### src/include/smc_regs.svh
// Register map, field positions and timing constants for the sync mode configuration block
// Functional notes
// Preamble byte is sent repeatedly during preamble; write-only register resets to zero.
// Sync length clear: 6-bit mono or 12-bit bi; set: 8 or 16 bit.
// Bisync select clear: monosync, sync character from low sync register only.
// Bisync select set: bisync, sync character from low and high registers.
// In bisync the low sync part goes out first and is matched first.
// Receiver active bit gates reception: 0 holds receiver off, 1 runs it.
// Control bit 0: device raises request-to-send during transmission, drops when done.
// Control bit 1: request-to-send asserted at once until software clears it.
// Timer resolution bit: k is 32768 cycles when clear, 512 when set.
// Software writes zero to the two top bits of the mode register.
// Test loop bit connects each channel's transmitter output to its own receiver.
// Timer base period equals k times programmed value plus one clock periods.
// Mode bits: loop 0, resolution 1, rts 2, rx active 3, bisync 4, length 5.
`ifndef SMC_REGS_SVH
`define SMC_REGS_SVH
`define SMC_ADDR_PREAMBLE_A 8'h21
`define SMC_ADDR_MODE_A 8'h22
`define SMC_ADDR_SYNC_LO_A 8'h24
`define SMC_ADDR_SYNC_HI_A 8'h25
`define SMC_ADDR_TIMER_A 8'h23
`define SMC_ADDR_PREAMBLE_B 8'h61
`define SMC_ADDR_MODE_B 8'h62
`define SMC_ADDR_SYNC_LO_B 8'h64
`define SMC_ADDR_SYNC_HI_B 8'h65
`define SMC_ADDR_TIMER_B 8'h63
`define SMC_ADDR_STAT 8'h70
`define SMC_RST_BYTE 8'h00
`define SMC_BIT_LOOP 0
`define SMC_BIT_TIMER_RES 1
`define SMC_BIT_RTS 2
`define SMC_BIT_RX_ACTIVE 3
`define SMC_BIT_BIS 4
`define SMC_BIT_SYNC_LEN 5
`define SMC_MODE_MASK 8'h3F
`define SMC_K_SLOW 32768
`define SMC_K_FAST 512
`define SMC_TVAL_W 5
`endif

### src/include/smc_pkg.sv
// Types shared by the sync mode configuration block
package smc_pkg;
    typedef enum logic [2:0] {
        SMC_TX_IDLE = 3'h1,
        SMC_TX_PREAMBLE = 3'h2,
        SMC_TX_SYNC = 3'h4
    } smc_tx_state_t;
endpackage

### src/include/smc_chan_if.sv
// Per-channel configuration carried from the register bank to the channel engine
`timescale 1ns/1ps
`default_nettype none
interface smc_chan_if;
    logic [7:0] preamble;
    logic [7:0] mode;
    logic [7:0] sync_char_low;
    logic [7:0] sync_char_high;
    logic [4:0] timer_setting;
    logic tx_active;
    logic rts;
    logic rx_enable;
    logic loop;
    logic [16:0] k_factor;
    logic tick;
    modport bank (output preamble, mode, sync_char_low, sync_char_high, timer_setting,
        input rts, rx_enable, loop, k_factor, tick);
    modport chan (input preamble, mode, sync_char_low, sync_char_high, timer_setting, tx_active,
        output rts, rx_enable, loop, k_factor, tick);
endinterface
`default_nettype wire

### src/core/smc_chan.sv
// One channel: request-to-send, receiver gate, test loop and timer base period
`timescale 1ns/1ps
`default_nettype none
`include "smc_regs.svh"
module smc_chan (
    input wire logic i_mclk,
    input wire logic i_rst,
    smc_chan_if.chan cfg
);
    localparam logic [16:0] K_SLOW = 17'(`SMC_K_SLOW);
    localparam logic [16:0] K_FAST = 17'(`SMC_K_FAST);
    logic [21:0] cnt_q;
    logic [21:0] period;

    // ----------------------------------------
    // Modem and receiver controls
    // ----------------------------------------
    always_ff @(posedge i_mclk)
    begin
        if (i_rst)
        begin
            cfg.rts <= 1'b0;
            cfg.rx_enable <= 1'b0;
            cfg.loop <= 1'b0;
        end
        else
        begin
            // Forced level wins, else follows transmission
            cfg.rts <= cfg.mode[`SMC_BIT_RTS] | cfg.tx_active; // see
            cfg.rx_enable <= cfg.mode[`SMC_BIT_RX_ACTIVE];
            cfg.loop <= cfg.mode[`SMC_BIT_LOOP];
        end
    end

    // ----------------------------------------
    // Timer base period
    // ----------------------------------------
    always_ff @(posedge i_mclk)
    begin
        if (i_rst)
            cfg.k_factor <= K_SLOW;
        else
            cfg.k_factor <= cfg.mode[`SMC_BIT_TIMER_RES] ? K_FAST : K_SLOW;
    end

    assign period = 22'(cfg.k_factor) * (22'(cfg.timer_setting) + 22'h000001);

    always_ff @(posedge i_mclk)
    begin
        if (i_rst)
        begin
            cnt_q <= 22'h000000;
            cfg.tick <= 1'b0;
        end
        else if (cnt_q >= period - 22'h000001)
        begin
            cnt_q <= 22'h000000;
            cfg.tick <= 1'b1;
        end
        else
        begin
            cnt_q <= cnt_q + 22'h000001;
            cfg.tick <= 1'b0;
        end
    end
endmodule
`default_nettype wire

### src/core/smc_top.sv
// Two-channel sync mode configuration registers with preamble and sync serialiser
`timescale 1ns/1ps
`default_nettype none
`include "smc_regs.svh"
module smc_top (
    input wire logic i_mclk,
    input wire logic i_rst,
    input wire logic [7:0] i_addr,
    input wire logic [7:0] i_wdata,
    input wire logic i_wr,
    input wire logic i_rd,
    output logic [7:0] o_rdata,
    input wire logic [1:0] i_tx_start,
    input wire logic [1:0] i_tx_preamble,
    input wire logic [1:0] i_tx_done,
    input wire logic [1:0] i_rxd,
    output logic [1:0] o_txd,
    output logic [1:0] o_rts,
    output logic [1:0] o_rx_bit,
    output logic [1:0] o_rx_valid,
    output logic [1:0] o_sync_hit,
    output logic [1:0] o_timer_tick
);
    logic [7:0] preamble_q [2];
    logic [7:0] mode_q [2];
    logic [7:0] sync_lo_q [2];
    logic [7:0] sync_hi_q [2];
    logic [4:0] timer_val_q [2];
    logic [1:0] busy_q;
    logic [1:0] rxs1_q;
    logic [1:0] rxs2_q;
    logic [7:0] rd_d;
    logic [15:0] hunt_q [2];
    smc_pkg::smc_tx_state_t st_q [2];
    logic [3:0] bit_q [2];
    smc_chan_if ch_if [2] ();

    // ----------------------------------------
    // Register writes
    // ----------------------------------------
    always_ff @(posedge i_mclk)
    begin
        if (i_rst)
        begin
            for (int c = 0; c < 2; c++)
            begin
                preamble_q[c] <= `SMC_RST_BYTE;
                mode_q[c] <= `SMC_RST_BYTE;
                sync_lo_q[c] <= `SMC_RST_BYTE;
                sync_hi_q[c] <= `SMC_RST_BYTE;
                timer_val_q[c] <= 5'h00;
            end
        end
        else if (i_wr)
        begin
            case (i_addr)
                `SMC_ADDR_PREAMBLE_A: preamble_q[0] <= i_wdata;
                `SMC_ADDR_PREAMBLE_B: preamble_q[1] <= i_wdata;
                // Top bits held at zero even if software slips
                `SMC_ADDR_MODE_A: mode_q[0] <= i_wdata & `SMC_MODE_MASK; // see
                `SMC_ADDR_MODE_B: mode_q[1] <= i_wdata & `SMC_MODE_MASK; // see
                `SMC_ADDR_SYNC_LO_A: sync_lo_q[0] <= i_wdata;
                `SMC_ADDR_SYNC_LO_B: sync_lo_q[1] <= i_wdata;
                `SMC_ADDR_SYNC_HI_A: sync_hi_q[0] <= i_wdata;
                `SMC_ADDR_SYNC_HI_B: sync_hi_q[1] <= i_wdata;
                `SMC_ADDR_TIMER_A: timer_val_q[0] <= i_wdata[`SMC_TVAL_W-1:0];
                `SMC_ADDR_TIMER_B: timer_val_q[1] <= i_wdata[`SMC_TVAL_W-1:0];
                default: ;
            endcase
        end
    end

    // ----------------------------------------
    // Register reads
    // ----------------------------------------
    always_comb
    begin
        rd_d = 8'h00;
        case (i_addr)
            // Preamble is write-only and reads zero
            `SMC_ADDR_MODE_A: rd_d = mode_q[0];
            `SMC_ADDR_MODE_B: rd_d = mode_q[1];
            `SMC_ADDR_SYNC_LO_A: rd_d = sync_lo_q[0];
            `SMC_ADDR_SYNC_LO_B: rd_d = sync_lo_q[1];
            `SMC_ADDR_SYNC_HI_A: rd_d = sync_hi_q[0];
            `SMC_ADDR_SYNC_HI_B: rd_d = sync_hi_q[1];
            `SMC_ADDR_TIMER_A: rd_d = {3'h0, timer_val_q[0]};
            `SMC_ADDR_TIMER_B: rd_d = {3'h0, timer_val_q[1]};
            `SMC_ADDR_STAT: rd_d = {2'h0, o_sync_hit, o_rts, busy_q};
            default: rd_d = 8'h00;
        endcase
    end

    always_ff @(posedge i_mclk)
    begin
        if (i_rst)
            o_rdata <= 8'h00;
        else if (i_rd)
            o_rdata <= rd_d;
        else
            o_rdata <= 8'h00;
    end

    // ----------------------------------------
    // Pin synchroniser
    // ----------------------------------------
    always_ff @(posedge i_mclk)
    begin
        if (i_rst)
        begin
            rxs1_q <= 2'h0;
            rxs2_q <= 2'h0;
        end
        else
        begin
            rxs1_q <= i_rxd;
            rxs2_q <= rxs1_q;
        end
    end

    // ----------------------------------------
    // Per-channel engines
    // ----------------------------------------
    for (genvar c = 0; c < 2; c++)
    begin : g_ch
        logic rx_in;
        logic sync_length_sel;
        logic bis;
        logic [3:0] last_bit;
        logic [3:0] char_w;

        assign ch_if[c].preamble = preamble_q[c];
        assign ch_if[c].mode = mode_q[c];
        assign ch_if[c].sync_char_low = sync_lo_q[c];
        assign ch_if[c].sync_char_high = sync_hi_q[c];
        assign ch_if[c].timer_setting = timer_val_q[c];
        assign ch_if[c].tx_active = busy_q[c];

        smc_chan u_chan (
            .i_mclk(i_mclk),
            .i_rst(i_rst),
            .cfg(ch_if[c])
        );

        assign sync_length_sel = mode_q[c][`SMC_BIT_SYNC_LEN];
        assign bis = mode_q[c][`SMC_BIT_BIS];
        // Bits sent per sync unit: 6, 8, 12 or 16
        assign last_bit = bis ? (sync_length_sel ? 4'hF : 4'hB) : (sync_length_sel ? 4'h7 : 4'h5); // see see
        // Bits taken from each sync register: 6 or 8
        assign char_w = sync_length_sel ? 4'h8 : 4'h6;
        // Looped data takes the unsynchronised path: it is already on this clock
        assign rx_in = ch_if[c].loop ? o_txd[c] : rxs2_q[c];

        always_ff @(posedge i_mclk)
        begin
            if (i_rst)
            begin
                st_q[c] <= smc_pkg::SMC_TX_IDLE;
                bit_q[c] <= 4'h0;
                busy_q[c] <= 1'b0;
                o_txd[c] <= 1'b1;
            end
            else
            begin
                case (st_q[c])
                    smc_pkg::SMC_TX_IDLE:
                    begin
                        o_txd[c] <= 1'b1;
                        bit_q[c] <= 4'h0;
                        if (i_tx_start[c])
                        begin
                            busy_q[c] <= 1'b1;
                            st_q[c] <= i_tx_preamble[c] ? smc_pkg::SMC_TX_PREAMBLE : smc_pkg::SMC_TX_SYNC;
                        end
                    end
                    smc_pkg::SMC_TX_PREAMBLE:
                    begin
                        o_txd[c] <= preamble_q[c][3'(bit_q[c])];
                        bit_q[c] <= (bit_q[c] == 4'h7) ? 4'h0 : bit_q[c] + 4'h1;
                        if (!i_tx_preamble[c] && bit_q[c] == 4'h7)
                            st_q[c] <= smc_pkg::SMC_TX_SYNC;
                    end
                    smc_pkg::SMC_TX_SYNC:
                    begin
                        // Low character bits first, then high, each lsb first
                        if (!bis || bit_q[c] < char_w)
                            o_txd[c] <= sync_lo_q[c][3'(bit_q[c])]; // see
                        else
                            o_txd[c] <= sync_hi_q[c][3'(bit_q[c] - char_w)];
                        bit_q[c] <= (bit_q[c] == last_bit) ? 4'h0 : bit_q[c] + 4'h1;
                        if (bit_q[c] == last_bit)
                        begin
                            st_q[c] <= smc_pkg::SMC_TX_IDLE;
                            busy_q[c] <= 1'b0;
                        end
                    end
                    default:
                    begin
                        st_q[c] <= smc_pkg::SMC_TX_IDLE;
                        busy_q[c] <= 1'b0;
                    end
                endcase
                if (i_tx_done[c])
                begin
                    st_q[c] <= smc_pkg::SMC_TX_IDLE;
                    busy_q[c] <= 1'b0;
                end
            end
        end

        always_ff @(posedge i_mclk)
        begin
            if (i_rst)
            begin
                hunt_q[c] <= 16'h0000;
                o_rx_bit[c] <= 1'b0;
                o_rx_valid[c] <= 1'b0;
                o_sync_hit[c] <= 1'b0;
                o_rts[c] <= 1'b0;
                o_timer_tick[c] <= 1'b0;
            end
            else
            begin
                o_rts[c] <= ch_if[c].rts;
                o_timer_tick[c] <= ch_if[c].tick;
                o_rx_valid[c] <= ch_if[c].rx_enable;
                o_rx_bit[c] <= ch_if[c].rx_enable & rx_in;
                if (ch_if[c].rx_enable)
                    hunt_q[c] <= {hunt_q[c][14:0], rx_in};
                o_sync_hit[c] <= ch_if[c].rx_enable &&
                    sync_match(hunt_q[c], sync_lo_q[c], sync_hi_q[c], last_bit, char_w); // see see
            end
        end
    end

    // Line order is low part first, lsb first; the oldest received bit sits at hunt bit lb
    function automatic logic sync_match(input logic [15:0] h, input logic [7:0] lo, input logic [7:0] hi,
        input logic [3:0] lb, input logic [3:0] w);
        logic ok;
        logic [3:0] k;
        ok = 1'b1;
        for (int i = 0; i < 16; i++)
        begin
            k = 4'(i);
            if (k <= lb)
            begin
                if (k < w)
                    ok = ok & (h[lb - k] == lo[3'(k)]);
                else
                    ok = ok & (h[lb - k] == hi[3'(k - w)]);
            end
        end
        return ok;
    endfunction
endmodule
`default_nettype wire

### config.mk
export PLATFORM = sky130hd
export DESIGN_NAME = smc_top
export DESIGN_NICKNAME = d
export VERILOG_FILES = /design/src/include/smc_pkg.sv /design/src/include/smc_chan_if.sv /design/src/core/smc_chan.sv /design/src/core/smc_top.sv
export VERILOG_INCLUDE_DIRS = /design/src /design/src/include
export SDC_FILE = /design/constraint.sdc
export NUM_CORES = 1
export LEC_CHECK = 0
export ABC_AREA = 1
export ABC_CLOCK_PERIOD_IN_PS = 7250
export BUFFER_PORTS_ARGS = -buffer_cell sky130_fd_sc_hd__clkbuf_2
export CAP_MARGIN = 20
export CORE_ASPECT_RATIO = 0.9
export CORE_MARGIN = 2
export CORE_UTILIZATION = 55
export CTS_BUF_LIST = sky130_fd_sc_hd__clkbuf_4
export DETAILED_ROUTE_END_ITERATION = 6
export PLACE_DENSITY = 0.84
export SYNTH_ARGS = -nofsm -noshare
export SYNTH_HDL_FRONTEND = slang
export SYNTH_SLANG_ARGS = --single-unit
### constraint.sdc
create_clock -name i_mclk -period 7.25 [get_ports i_mclk]
set_input_delay 0.3625 -clock i_mclk [delete_from_list [all_inputs] [get_ports i_mclk]]
set_output_delay 0.3625 -clock i_mclk [all_outputs]
set_load 0.05 [all_outputs]
==> metrics <==
outcome=complete, but fails checks; failing checks=DRC; Worst R2R End=g_ch[0].u_chan.cnt_q[20]$_SDFF_PP0_; Final nets=1,909; GRT overflow=0; WP data arrival=5550 ps; largest net degree at the start of global routing=28; # setup viols final=0; CTS root buffer=clkbuf_4; initial antenna violation count=1; most frequent cells after synthesis=nand2_1 (390), inv_1 (245), nor2_1 (235); clock-pin slew on the worst setup and hold paths=160 ps; DRT Pass-1 Iters=7; syn_nets=1,870; min Tclk post-route=5060 ps; worst reg-to-reg path cell count=22; Resize count post-CTS=0; hold slack=52.0 ps; yosys warns=0; Mean Syn Cell Area=7.53 µm²; count of pins over their slew limit=0; Max Clock Freq=0.198 GHz; clock latency on the worst-skew pair=580 ps; Vias=11,844; unrepaired setup endpoints after global routing=no; initial drt markers=1,176; die area=25,000 µm²; synth-to-layout area growth=6.70%; Tcrit/Tclk final=0.698; hold depth=4; Post-DRT Antenna Nets=0; FF-to-FF Start=timer_val_q[0][0]$_DFFE_PP_; Die Ht=150 µm; Clock Skew=19.5 ps; Synth Instances=1,736; vias in the first global route=10,966; Clock Path Buffers=2; Synth Cell Area=13,100 µm²; pwr/cell area=188 nW/µm²; Critical Path End Type=flip-flop; Critical Path Source Type=flip-flop; top-level port count=48; TNS Setup=0 ps; global-route wire length before repair=54,100 µm; multi-input logic area=6830 µm²; share of cells above drive strength 1=0.0626; Leakage=6.47 nW; main flop type after synthesis=edfxtp_1; Yosys top cell area share=0.267; TritonCTS Buffers=17; Post-synth EDFFs=116; min-delay worst type=input port to flip-flop; Crit Path Class=flip-flop to flip-flop; hold_sp=i_tx_done[0]; Required @ worst endpoint=7740 ps; # DRC=2; Placer Congestion=0.983; starting density of the core=0.560; top-count cell post-synth=nand2_1; I/O Buffers=47; Fillers=2,134; routed wire length per instance=16.1 µm; GR Util All Layers=0.271; reg-to-reg setup timing slack=2190 ps; CTS tree=built; Die Wd=166 µm; fraction of registers with async set or reset after synthesis=0; Worst-Margin Slew=1080 ps; crit-path max FO=22; Synth area leaders=edfxtp_1 (27%), dfxtp_1 (13%), nand2_1 (11%), ha_1 (10%), inv_1 (7.0%); sum of net half-perimeters after detailed placement=26,200 µm; slew margin rel.=0.269; WL final=33,700 µm; library cells used by synthesis=50; post-synthesis sequential area ratio=0.392; post-synth top area cell=edfxtp_1; DR vias/cell=5.66; Reg area=5120 µm²; row count=53; H-tree levels=4; Synth Register Bits=198; max_cap viols=0; Hold Violations, Final=0; Worst Hold Path EP=ch_if[0].tx_active$_SDFFE_PP0P_; Core Area=23,300 µm²; clk sink count=198; maximum VDD drop=0.125 mV
[what timing repair did]
action                                 CTS  global route
setup buffers                            0             0
hold buffers                             2             0
endpoints found under the hold margin    2             0
[flip-flops by register name (all words and copies together), names as in the netlist, 4 cells and up]
| register | flops |
|---|---|
| hunt_q | 32 |
| g_ch.u_chan.cfg.k_factor | 4 |
| sync_lo_q | 16 |
| o_rdata | 8 |
| st_q | 6 |
| bit_q | 8 |
| mode_q | 12 |
| sync_hi_q | 16 |
| g_ch.u_chan.cnt_q | 44 |
| preamble_q | 16 |
| timer_val_q | 10 |
[worst max-delay path by stage]
stage,start,cells past startpoint,to,slack (ps)
2_1_floorplan,timer_val_q[0][0]$_DFFE_PP_,22,g_ch[0].u_chan.cnt_q[14]$_SDFF_PP0_,3230
6_report,timer_val_q[0][0]$_DFFE_PP_,22,g_ch[0].u_chan.cnt_q[20]$_SDFF_PP0_,2190
3_3_place_gp,timer_val_q[0][0]$_DFFE_PP_,21,g_ch[0].u_chan.cnt_q[11]$_SDFF_PP0_,2430
5_1_grt,timer_val_q[0][5]$_DFFE_PP_,23,g_ch[1].u_chan.cnt_q[18]$_SDFF_PP0_,1700
4_1_cts,timer_val_q[0][0]$_DFFE_PP_,22,g_ch[0].u_chan.cnt_q[20]$_SDFF_PP0_,2230
3_5_place_dp,timer_val_q[0][0]$_DFFE_PP_,22,g_ch[0].u_chan.cnt_q[20]$_SDFF_PP0_,2240
[logic make-up after synthesis]
group / after synthesis / share of synthesized area
compound gates: 217 / 0.0921
xor+xnor: 64 / 0.0429
fa+ha+maj: 106 / 0.102
buf+inv: 285 / 0.0852
flops: 198 / 0.392
mux: 1 / 0.000766
simple gates: 865 / 0.285
[power by group]
part,leakage [nW],switching [mW],internal [mW]
Clock,0.200,0.428,0.326
Sequential,1.83,0.0576,1.24
Combinational,4.45,0.365,0.197
[cells in the final DEF (no fill, tap or decap), types with 6 or more instances in the layout]
cell type,count
a21oi_1,87
clkbuf_2,49
clkbuf_4,17
o22ai_1,16
xor2_1,42
edfxtp_1,116
nand3b_1,14
xnor2_1,22
nor3_1,24
ha_1,106
a31oi_1,9
or2_2,6
o21ai_0,74
nor2_2,6
inv_1,245
nand2_1,390
nor2_1,235
nand3_1,147
nand4_1,24
dfxtp_1,82
[metrics by stage]
stage	setup slack, ps	instance area (µm²)	util	cells	total power, mW
5_1_grt	1700	13900	0.597	2091	2.74
3_5_place_dp	2240	13500	0.579	2053	1.87
6_report	2190	13900	0.597	2091	2.61
4_1_cts	2230	13900	0.596	2087	2.61
2_1_floorplan	3230	13100	-	1736	1.73
3_3_place_gp	2430	13500	0.579	2053	1.85
[per-layer routing]
metal	track usage	vias to the layer above	share of wire
met4	0.0935	0	0.028
met5	0	-	0
met1	0.370	5377	0.43
met2	0.421	592	0.43
met3	0.0712	75	0.11
li1	-	5800	-
[area by class of cell]
| class | instances | share of cell area |
|---|---|---|
| antenna | 1 | 0.000180 |
| sequential | 198 | 0.368 |
| timing repair buffer | 53 | 0.0199 |
| clock buffer | 17 | 0.00916 |
| multi-input combinational | 1253 | 0.490 |
| tap | 302 | 0.0271 |
| clock inverter | 15 | 0.0184 |
| inverter | 252 | 0.0679 |
[critical path, stage by stage, from the launching register on]
cell	delay, ps
edfxtp_1	480
ha_1	260
nand2_1	70
nor2_1	50
xor2_1	150
nor2_1	180
inv_1	100
ha_1	290
inv_1	40
ha_1	280
ha_1	330
inv_1	90
nor3_1	300
a21oi_1	150
nor2_1	110
nor2_1	60
xor2_1	160
ha_1	320
a21oi_1	130
o21ai_0	90
a21oi_1	190
nand4_1	740
nor3b_1	410
Power figures use the tool's default switching activity.
